**config.mk**
```make
export PLATFORM = sky130hd
export DESIGN_NAME = adc_selectable_gain
export DESIGN_NICKNAME = d
export VERILOG_FILES = /design/src/adc_gain_pkg.sv /design/src/scale_if.sv /design/src/gain_scaler.sv /design/src/adc_selectable_gain.sv
export SDC_FILE = /design/constraint.sdc
export NUM_CORES = 1
export LEC_CHECK = 0
export ABC_AREA = 1
export ABC_CLOCK_PERIOD_IN_PS = 5600
export BUFFER_PORTS_ARGS = -buffer_cell sky130_fd_sc_hd__buf_2
export CORE_MARGIN = 4
export CORE_UTILIZATION = 35
export DETAILED_ROUTE_END_ITERATION = 6
export HOLD_SLACK_MARGIN = 0.15
export PLACE_DENSITY = 0.61
export SKIP_CTS_REPAIR_TIMING = 1
export SLEW_MARGIN = 20
export SYNTH_ARGS = -nofsm -noshare
export SYNTH_HDL_FRONTEND = slang
export SYNTH_SLANG_ARGS = --single-unit
```
**constraint.sdc**
```tcl
create_clock -name ref_clk -period 5.6 [get_ports ref_clk]
set_input_delay 1.12 -clock ref_clk [delete_from_list [all_inputs] [get_ports ref_clk]]
set_output_delay 1.12 -clock ref_clk [all_outputs]
set_load 0.02 [all_outputs]
```
**src/adc_gain_pkg.sv**
```systemverilog
/*
 * Constants, register map and state type for the selectable-gain
 * converter control block.
 * Assumes a single 10 MHz system clock and a plain register port.
 */
package adc_gain_pkg;

	// register offsets
	localparam logic [7:0] GAIN_HIGH_OFS = 8'h00;
	localparam logic [7:0] GAIN_LOW_OFS = 8'h01;
	localparam logic [7:0] FINE_ADD_OFS = 8'h02;
	localparam logic [7:0] CTRL_OFS = 8'h03;
	localparam logic [7:0] STATUS_OFS = 8'h04;
	localparam logic [7:0] RESULT_LOW_OFS = 8'h05;
	localparam logic [7:0] RESULT_HIGH_OFS = 8'h06;

	// field positions
	localparam int FINE_BIT = 0;
	localparam int CTRL_START_BIT = 0;
	localparam int CTRL_DONE_CLR_BIT = 1;
	localparam int STAT_BUSY_BIT = 0;
	localparam int STAT_DONE_BIT = 1;

	// reset values
	localparam logic [7:0] GAIN_HIGH_RST = 8'hfc;
	localparam logic [7:0] GAIN_LOW_RST = 8'h00;
	localparam logic FINE_ADD_RST = 1'b1;
	localparam logic [11:0] UNITY_GAIN_WORD = 12'hfc0;

	// gain arithmetic: word over 4096, fine step is 64/4096
	localparam int GAIN_FRAC_BITS = 12;
	localparam int FINE_SHIFT = 6;
	localparam logic [11:0] RESULT_MAX = 12'hfff;

	// timing: converter clock derived from the system clock
	localparam int SYS_CLK_HZ = 10_000_000;
	localparam int SAR_CLK_MAX_HZ = 3_600_000;
	localparam int SAR_DIV_MIN = (SYS_CLK_HZ + SAR_CLK_MAX_HZ - 1)
		/ SAR_CLK_MAX_HZ;
	// comparator passes two sync flops, so a period needs four cycles
	localparam int SAR_DIV = (SAR_DIV_MIN < 4) ? 4 : SAR_DIV_MIN;
	localparam int SAR_PERIODS = 13;
	localparam int EDGE_CYCLES = 2;
	localparam int CONV_CYCLES = SAR_PERIODS * SAR_DIV + EDGE_CYCLES;

	typedef enum logic [1:0] {
		CONV_IDLE,
		CONV_START,
		CONV_SAR,
		CONV_FINISH
	} conv_state_t;

endpackage

```
**src/scale_if.sv**
```systemverilog
/*
 * Carrier between the sequencer and the gain scaler.
 * Assumes both ends run on the same system clock.
 */
`timescale 1ns/100ps
interface scale_if (
	input wire logic clk,
	input wire logic rst_n
);
	logic [11:0] raw;
	logic [11:0] gain_word;
	logic fine;
	logic [11:0] scaled;

	modport scaler (input clk, input rst_n, input raw, input gain_word,
		input fine, output scaled);
	modport user (input scaled, output raw, output gain_word,
		output fine);
endinterface

```
**src/gain_scaler.sv**
```systemverilog
/*
 * Gain scaler: multiplies a raw 12-bit code by the programmed gain.
 * Assumes its inputs are stable registers; output is combinational
 * and is registered by the sequencer.
 */
`timescale 1ns/100ps
module gain_scaler (
	scale_if.scaler s
);
	logic [24:0] base_prod;
	logic [24:0] fine_prod;
	logic [24:0] total;
	logic [12:0] quot;

	// raw*word plus raw*64 when fine is on, then drop 12 fraction bits
	assign base_prod = 25'(s.raw) * 25'(s.gain_word);
	assign fine_prod = s.fine ? (25'(s.raw) << adc_gain_pkg::FINE_SHIFT)
		: 25'h0;
	assign total = base_prod + fine_prod;
	assign quot = total[24:adc_gain_pkg::GAIN_FRAC_BITS];
	// clamp rather than wrap: the top gain 1.015 can overrun 12 bits
	assign s.scaled = quot[12] ? adc_gain_pkg::RESULT_MAX
		: quot[11:0];
endmodule

```
**src/adc_selectable_gain.sv**
```systemverilog
/*
 * Selectable-gain converter control: gain registers, conversion
 * sequencer driving a successive-approximation trial code, and
 * gain scaling of the finished code.
 * Assumes a comparator pin that is high while the input is above the
 * trial code, and a register master on ref_clk.
 */
// The strobed register port and the register offsets were chosen for this implementation.
`timescale 1ns/100ps
module adc_selectable_gain (
	// clock and reset
	input wire logic ref_clk,
	input wire logic reset_n,
	// register port
	input wire logic [7:0] reg_addr,
	input wire logic [7:0] reg_wdata,
	input wire logic reg_wr,
	input wire logic reg_rd,
	output logic [7:0] reg_rdata,
	// conversion trigger from logic on ref_clk
	input wire logic conv_start,
	// analog front end
	input wire logic comp_in,
	output logic [11:0] dac_code,
	output logic track_hold,
	// conversion results
	output logic conv_busy,
	output logic conv_done,
	output logic [11:0] conv_result
);
	logic rst_meta_q, rst_n_q;
	logic comp_meta_q, comp_q;
	logic [7:0] gain_high_q, gain_low_q, reg_rdata_q;
	logic fine_q, done_flag_q, busy_q, hold_q, conv_done_q;
	adc_gain_pkg::conv_state_t state_q, state_d;
	logic [1:0] div_q;
	logic [3:0] period_q;
	logic [11:0] trial_q, trial_d, cur_bit, kept, result_q;
	logic [7:0] cyc_q;
	logic [11:0] gain_word;
	logic wr_high, wr_low, wr_fine, wr_ctrl, go, period_end, last_period;
	logic [7:0] rdata_d;
	logic [24:0] exact_num;

	scale_if sif (.clk(ref_clk), .rst_n(rst_n_q));

	gain_scaler u_scaler (.s(sif.scaler));

	// reset release through two flops
	always_ff @(posedge ref_clk or negedge reset_n) begin
		if (!reset_n) begin
			rst_meta_q <= 1'b0;
			rst_n_q <= 1'b0;
		end else begin
			rst_meta_q <= 1'b1;
			rst_n_q <= rst_meta_q;
		end
	end

	// comparator pin comes from the analog side: two flops first
	always_ff @(posedge ref_clk or negedge rst_n_q) begin
		if (!rst_n_q) begin
			comp_meta_q <= 1'b0;
			comp_q <= 1'b0;
		end else begin
			comp_meta_q <= comp_in;
			comp_q <= comp_meta_q;
		end
	end

	// write decode
	assign wr_high = reg_wr && reg_addr == adc_gain_pkg::GAIN_HIGH_OFS;
	assign wr_low = reg_wr && reg_addr == adc_gain_pkg::GAIN_LOW_OFS;
	assign wr_fine = reg_wr && reg_addr == adc_gain_pkg::FINE_ADD_OFS;
	assign wr_ctrl = reg_wr && reg_addr == adc_gain_pkg::CTRL_OFS;
	// a start while busy is dropped, never queued
	assign go = state_q == adc_gain_pkg::CONV_IDLE && (conv_start ||
		(wr_ctrl && reg_wdata[adc_gain_pkg::CTRL_START_BIT]));

	// gain registers
	always_ff @(posedge ref_clk or negedge rst_n_q) begin
		if (!rst_n_q) begin
			gain_high_q <= adc_gain_pkg::GAIN_HIGH_RST;
			gain_low_q <= adc_gain_pkg::GAIN_LOW_RST;
			fine_q <= adc_gain_pkg::FINE_ADD_RST;
		end else begin
			if (wr_high)
				gain_high_q <= reg_wdata;
			if (wr_low)
				gain_low_q <= reg_wdata;
			if (wr_fine)
				fine_q <= reg_wdata[adc_gain_pkg::FINE_BIT];
		end
	end

	// only the upper nibble of the low register counts
	assign gain_word = {gain_high_q, gain_low_q[7:4]};
	assign sif.gain_word = gain_word;
	assign sif.fine = fine_q;
	assign sif.raw = trial_q;

	// read mux; unmapped offsets read zero
	always_comb begin
		case (reg_addr)
			adc_gain_pkg::GAIN_HIGH_OFS: rdata_d = gain_high_q;
			adc_gain_pkg::GAIN_LOW_OFS: rdata_d = gain_low_q;
			adc_gain_pkg::FINE_ADD_OFS: rdata_d = {7'h00, fine_q};
			adc_gain_pkg::STATUS_OFS: rdata_d = {6'h00, done_flag_q, busy_q};
			adc_gain_pkg::RESULT_LOW_OFS: rdata_d = result_q[7:0];
			adc_gain_pkg::RESULT_HIGH_OFS: rdata_d = {4'h0, result_q[11:8]};
			default: rdata_d = 8'h00;
		endcase
	end

	// read data stand only in the cycle after the strobe
	always_ff @(posedge ref_clk or negedge rst_n_q) begin
		if (!rst_n_q)
			reg_rdata_q <= 8'h00;
		else
			reg_rdata_q <= reg_rd ? rdata_d : 8'h00;
	end

	// sequencer: one start cycle, 13 converter periods, one finish cycle
	always_comb begin
		state_d = state_q;
		case (state_q)
			adc_gain_pkg::CONV_IDLE: begin
				if (go)
					state_d = adc_gain_pkg::CONV_START;
			end
			adc_gain_pkg::CONV_START: state_d = adc_gain_pkg::CONV_SAR;
			adc_gain_pkg::CONV_SAR: begin
				if (period_end && last_period)
					state_d = adc_gain_pkg::CONV_FINISH;
			end
			adc_gain_pkg::CONV_FINISH: state_d = adc_gain_pkg::CONV_IDLE;
			default: state_d = adc_gain_pkg::CONV_IDLE;
		endcase
	end

	// converter clock is ref_clk divided by SAR_DIV
	assign period_end = div_q == 2'(adc_gain_pkg::SAR_DIV - 1);
	assign last_period = period_q == 4'(adc_gain_pkg::SAR_PERIODS - 1);
	// trial bit of this period; last period only holds the code
	assign cur_bit = 12'h800 >> period_q;
	assign kept = comp_q ? trial_q : (trial_q & ~cur_bit);
	assign trial_d = kept | (cur_bit >> 1);

	always_ff @(posedge ref_clk or negedge rst_n_q) begin
		if (!rst_n_q) begin
			state_q <= adc_gain_pkg::CONV_IDLE;
			div_q <= 2'h0;
			period_q <= 4'h0;
			trial_q <= 12'h000;
		end else begin
			state_q <= state_d;
			div_q <= (state_q == adc_gain_pkg::CONV_SAR && !period_end)
				? div_q + 2'h1 : 2'h0;
			if (state_q == adc_gain_pkg::CONV_START) begin
				period_q <= 4'h0;
				trial_q <= 12'h800;
			end else if (state_q == adc_gain_pkg::CONV_SAR && period_end) begin
				period_q <= period_q + 4'h1;
				// periods 0 to 11 each settle one bit, period 12 only holds
				if (!last_period)
					trial_q <= trial_d;
			end
		end
	end

	// result capture; done flag set wins over a same-cycle clear
	always_ff @(posedge ref_clk or negedge rst_n_q) begin
		if (!rst_n_q) begin
			result_q <= 12'h000;
			conv_done_q <= 1'b0;
			done_flag_q <= 1'b0;
			busy_q <= 1'b0;
			hold_q <= 1'b0;
		end else begin
			conv_done_q <= state_q == adc_gain_pkg::CONV_FINISH;
			if (state_q == adc_gain_pkg::CONV_FINISH)
				result_q <= sif.scaled;
			if (state_q == adc_gain_pkg::CONV_FINISH)
				done_flag_q <= 1'b1;
			else if (wr_ctrl && reg_wdata[adc_gain_pkg::CTRL_DONE_CLR_BIT])
				done_flag_q <= 1'b0;
			busy_q <= state_d != adc_gain_pkg::CONV_IDLE;
			hold_q <= state_d == adc_gain_pkg::CONV_SAR;
		end
	end

	assign reg_rdata = reg_rdata_q;
	assign dac_code = trial_q;
	assign track_hold = hold_q;
	assign conv_busy = busy_q;
	assign conv_done = conv_done_q;
	assign conv_result = result_q;

	// helper logic for the checks below
	always_ff @(posedge ref_clk or negedge rst_n_q) begin
		if (!rst_n_q)
			cyc_q <= 8'h00;
		else
			cyc_q <= state_q == adc_gain_pkg::CONV_IDLE ? 8'h00 : cyc_q + 8'h01;
	end
	assign exact_num = 25'(trial_q) * 25'(gain_word)
		+ (fine_q ? 25'(trial_q) * 25'h40 : 25'h0);
endmodule

```
-- After elaboration in Yosys (flattened, before gate mapping)
Cells that the tools add are included.
- register bits after elaboration: 65
- output and inout port bits: 35
- input bits: 22
- shifts and indexed selects: 1
- add/subtract/negate cells: 3
- muxes and demuxes: 16
- equality and inequality tests: 13
- multiply operators: 1
- reductions and logical operators: 18
- bitwise operators: 3
- operator list (kind ; count):
    $mux W12 ; 5
    $pmux W8 S6 ; 1
    $add A24 B18 Y25 ; 1
    $eq A8 B3 Y1 const B ; 3
    $mul A12 B12 Y24 ; 1
    $mux W18 ; 1
    $eq A8 B2 Y1 const B ; 2
    $and A12 B12 Y12 ; 1
    $not A12 Y12 ; 1
    $or A12 B11 Y12 ; 1
    $shr A12 B4 Y12 const A ; 1
    $logic_and A1 B1 Y1 ; 10
    $eq A2 B2 Y1 const B ; 4
    $eq A8 B1 Y1 const B ; 1
    $logic_not A8 Y1 ; 1
    $mux W4 ; 2
    $mux W8 ; 1
    $pmux W2 S4 ; 1
    $mux W2 ; 3
    $reduce_bool A2 Y1 ; 3
    $add A4 B1 Y4 const B ; 1
    $eq A4 B4 Y1 const B ; 1
    $add A2 B1 Y2 const B ; 1
    $eq A2 B1 Y1 const B ; 1
    6 further kinds ; 7

-- Logic depth before layout (Yosys ltp)
- depth in word-level cells: 8
- depth in mapped cells: 26
- depth with buffers taken out: 24

-- Cells and area by module
From an unflattened synthesis, not the netlist that was laid out.
- cell total of the unflattened synthesis: 1132
- area total of the unflattened synthesis: 8563.2 um2
- modules (own cells, without submodules) (module ; sequential area each (um2) ; cells each ; instances ; area an instance (um2)):
    gain_scaler ; 0.0 ; 768 ; 1 ; 5407.7
    adc_selectable_gain ; 1635.3 ; 364 ; 1 ; 3155.5

-- Least setup slack after synthesis
No wires, ideal clock.
- path type: register to register
- from: register trial_q[11] (netlist: dac_code[11])
- to: register result_q[6] (netlist: conv_result[6])
- setup time: 0.120 ns
- buffers on the path: 2
- path slack: 0.729 ns
- arrival: 4.751 ns
- data required time: 5.480 ns
- stages on the path, launching flop included: 22
- cells stage by stage: dfrtp_1 > clkbuf_1 > nand2_1 > fa_1 > fa_1 > inv_1 > fa_1 > fa_1 > inv_1 > fa_1 > inv_1 > ha_1 > a21oi_2 > a21boi_2 > nand2_1 > nand2_1 > nand3_1 > nand2_1 > inv_2 > nor2_4 > buf_12 > a21oi_2
- longest elaborated chain between the ends: 3
- elaborated cells between the ends (all ways): 4
- classes of those cells: add/sub (1); mul (1); mux (2)
- ends and longest elaborated chain (item ; RTL line ; source):
    from (decl) ; adc_selectable_gain.sv:38 ; logic [11:0] trial_q, trial_d, cur_bit, kept, result_q;
    from (signal assigned) ; adc_selectable_gain.sv:166 ; trial_q <= trial_d;
    $mul A12 B12 Y24 / $mux W18 (equally long branches) ; n/a ;
    $add A24 B18 Y25 (*) ; n/a ;
    $mux W12 (*) ; gain_scaler.sv:22 ; assign s.scaled = quot[12] ? adc_gain_pkg::RESULT_MAX
    to (signal assigned) ; adc_selectable_gain.sv:182 ; result_q <= sif.scaled;
    to (decl) ; adc_selectable_gain.sv:38 ;
Every way passes the cells marked *; elsewhere a longest branch is shown, timed or not.
A chain may end at the register's enable or synchronous reset.

-- Worst setup path in the final report
- from: register trial_q[9] (netlist: dac_code[9])
- to: register result_q[4] (netlist: conv_result[4])
Same word-level chain as after synthesis.

==> flow_metrics.tcl <==
set metrics [dict create \
    status "complete, no violations" \
    worstPathArrival_ns 5.48 \
    drt_iter0_drc 357 \
    core-area_sq_um 23470 \
    drtPass1Iterations 7 \
    worstPathRequired_ns 5.80 \
    switching_share 0.3879 \
    crit_path_max_fanout 12 \
    cts.clk_slew.worst_paths_ns 0.06 \
    hp-start "comp_meta_q" \
    htreeDepth 3 \
    num_rows 56 \
    r2r_start "dac_code[9]" \
    placedInstanceArea_sq_um 8950 \
    die_w_um 162.5 \
    drc_errors 0 \
    hold_viol_final 0 \
    setup_viol 0 \
    port_buffers 56 \
    p_seq_frac 0.386 \
    hold_path.class "reg -> reg" \
    clockBufferDepth 2 \
    final_layout_size_suffix_gt1_frac 0.1040 \
    place_congestion 0.8552 \
    die-area_sq_um 26400 \
    wl_um 20630 \
    wl_per_cell_um 14.28 \
    comb_power_share 0.281 \
    dr_total_vias 6743 \
    reg2reg_depth 20 \
    initial_core_util 0.3559 \
    ys_seq_area_frac 0.1958 \
    cts_made_buffers 9 \
    finalCritPeriodShare 0.9432 \
    root_buffer "clkbuf_16" \
    met3_usage 0.01924 \
    worst_pin_slew_ns 0.7965 \
    layout.nets 1327 \
    nFillCells 2427 \
    worstSetupPathType "reg -> reg" \
    slew_viol_final 0 \
    antenna_found_initial 0 \
    ys_ff_latch 65 \
    diodes 0 \
    vdd_drop_max_v 0.0002794 \
    grt_max_degree 64 \
    yosys_warnings 0 \
    placedCellCount 1428 \
    ant_nets 0 \
    syn_area_sq_um 8353 \
    timing.rr.end "conv_result[4]" \
    p_per_area_nw_per_um2 191.2 \
    setup_tns_ns 0 \
    drv_cap 0 \
    synthCells 1079 \
    syn_nets 1286 \
    die_y_um 162.5 \
    p_leak_uw 0.005379 \
    finalInstanceArea_sq_um 9261 \
    syn2layout_area_growth_pct 10.87 \
    syn_avg_cell_area_sq_um 7.741 \
    layout.area.seq_sq_um 1639 \
    first_global_vias 6887 \
    rsz0062_at_grt "no" \
    dp_hpwl_um 16650 \
    numClockSinks 65 \
    ys_types 41 \
    r2r_slack_ns 0.32 \
    max_slew_margin 0.4670 \
    grt_util_met2 0.2658 \
    via_per_inst 4.670 \
    track_usage 0.1628 \
    busiest_layer "met2" \
    worstHoldEndpoint "comp_q" \
    multi_input_area_sq_um 5485 \
    p_switching_uw 686.8 \
    min_period_ns 5.282 \
    end_kind "flop" \
    p_clk_frac 0.333 \
    final_core_util 0.3946 \
    clock_skew_ns 0.006498 \
    max_freq_ghz 0.1893 \
    grt_first_pass_wirelength_um 34730 \
    cts_tree "done" \
    clock_latency_ns 0.34 \
    grt_util_met1 0.2328 \
    hold_depth 0 \
    crit_path_start_kind "flop" \
    grt-ovfl-total 0 \
    layout.cells.non_filler 1444 \
    internal_power_uw 1084 \
    ioPinCount 57 \
]
[metrics by stage]
step	worst slack, ns	total power (uW)	hold WS, ns
5_1_grt	0.0009561	1888	0.3602
3_5_place_dp	0.2702	1191	0.3356
2_1_floorplan	0.7290	1016	0.3312
4_1_cts	0.2472	1788	0.3498
3_3_place_gp	0.3139	1184	0.3317
6_report	0.3181	1771	0.3475
[flip-flops by register name, indices dropped and copies added (netlist names), 2 cells and up]
name	count
conv_result	12
dac_code	12
gain_high_q	8
gain_low_q	8
reg_rdata	8
period_q	4
div_q	2
state_q	2
[worst max-delay path by stage]
stage                        from        endpoint  slack, ns  cells past startpoint
global placement      dac_code[7]  conv_result[4]       0.31                     22
finish                dac_code[9]  conv_result[4]       0.32                     20
detailed placement    dac_code[7]  conv_result[4]       0.27                     22
CTS                   dac_code[8]  conv_result[4]       0.25                     19
global route        gain_low_q[5]  conv_result[4]      0.001                     22
floorplan            dac_code[11]  conv_result[6]       0.73                     21
[layer usage]
layer | wire length, um | up-vias
met5 | 0 | -
li1 | - | 3284
met4 | 283 | 0
met1 | 9760 | 3266
met3 | 968 | 26
met2 | 9613 | 167
[worst max-delay path, stage by stage (launching register included)]
cell     delay, ns
dfrtp_1       0.60
buf_4         0.25
nand2_1       0.08
fa_1          0.47
fa_1          0.54
inv_1         0.05
fa_1          0.48
fa_1          0.50
inv_1         0.05
fa_1          0.48
inv_1         0.04
ha_1          0.37
nand2_1       0.11
nor2_2        0.13
nand2_1       0.09
nor2_1        0.10
nand2_1       0.10
nand4_1       0.12
nand2_2       0.07
nor2_4        0.37
a21oi_1       0.13
[cell families (layout without fill, tap and decap cells)]
kind of cell | Yosys count | count (layout) | synth area share
and+or+nand+nor | 412 | 412 | 0.2034
buffers and inverters | 322 | 368 | 0.1475
adders and majority gates | 185 | 185 | 0.3778
AOI/OAI and AO/OA | 88 | 88 | 0.06875
DFF | 65 | 65 | 0.1958
xor gates and xnor gates | 6 | 6 | 0.006292
other | 1 | 1 | 0.0004489
[cell usage after synthesis]
master    number  area [sq um]
dfstp_2        7         183.9
nor3_2         1         10.01
nand3b_1       3         22.52
nand4_1       16         100.1
nand3_1       26         130.1
a21oi_2       11         96.34
a31oi_1        2         12.51
clkbuf_1      28         105.1
o22ai_1        1         6.260
nor4_1         2         12.51
a21boi_2       1         11.26
o211ai_1       1         7.510
inv_1        283          1062
nand2_1      286          1074
o21a_1         1         7.510
a41oi_1        2         17.52
nor2_2         1         6.260
nand2_2        5         31.28
buf_2          6         30.03
buf_12         1         20.02
a32o_1        10         100.1
o21bai_1       3         22.52
a21o_1         2         15.01
o31ai_1        1         7.510
or2_2          1         6.260
nor2_4         2         22.52
nor2_1        51         191.4
o21ai_0       21         105.1
conb_1         1         3.750
fa_1         112          2242
ha_1          73         913.4
nor3b_1        1         7.510
xor2_1         3         26.28
a21oi_1       24         120.1
o21ai_1        6         30.03
inv_2          3         11.26
nor3_1        17         85.08
buf_1          1         3.750
xnor2_1        3         26.28
a211oi_1       2         15.01
dfrtp_1       58          1451
[layout by cell type (no fill, tap or decap), types with 3 or more instances in the layout]
master,instances
nand3_1,26
buf_4,10
nand2_1,286
nor2_1,51
o21ai_0,21
dfrtp_1,55
a21oi_1,24
inv_1,283
a21oi_2,11
ha_1,73
o21bai_1,3
dfrtp_2,3
buf_2,56
a32o_1,10
nor3_1,17
clkbuf_16,9
o21ai_1,6
nand2_2,5
nand3b_1,3
fa_1,112
dfstp_2,7
xor2_1,3
xnor2_1,3
inv_2,3
nand4_1,16
inv_6,3
[power by group through the flow]
| stage | clock network (uW) | logic (uW) | registers (uW) |
|---|---|---|---|
| 2_1_floorplan | 0 | 312 | 705 |
| 3_3_place_gp | 0 | 494 | 689 |
| 3_5_place_dp | 0 | 502 | 690 |
| 4_1_cts | 601 | 504 | 683 |
| 5_1_grt | 621 | 568 | 699 |
| 6_report | 590 | 498 | 684 |
[final cells by class]
class	count	area share
Multi-Input combinational cell	692	0.5923
Inverter	286	0.1159
Sequential cell	65	0.1770
Clock buffer	9	0.02432
Clock inverter	7	0.009052
Timing Repair Buffer	66	0.03837
Tap cell	319	0.04310
No activity file was read; power rests on OpenSTA's default activity.
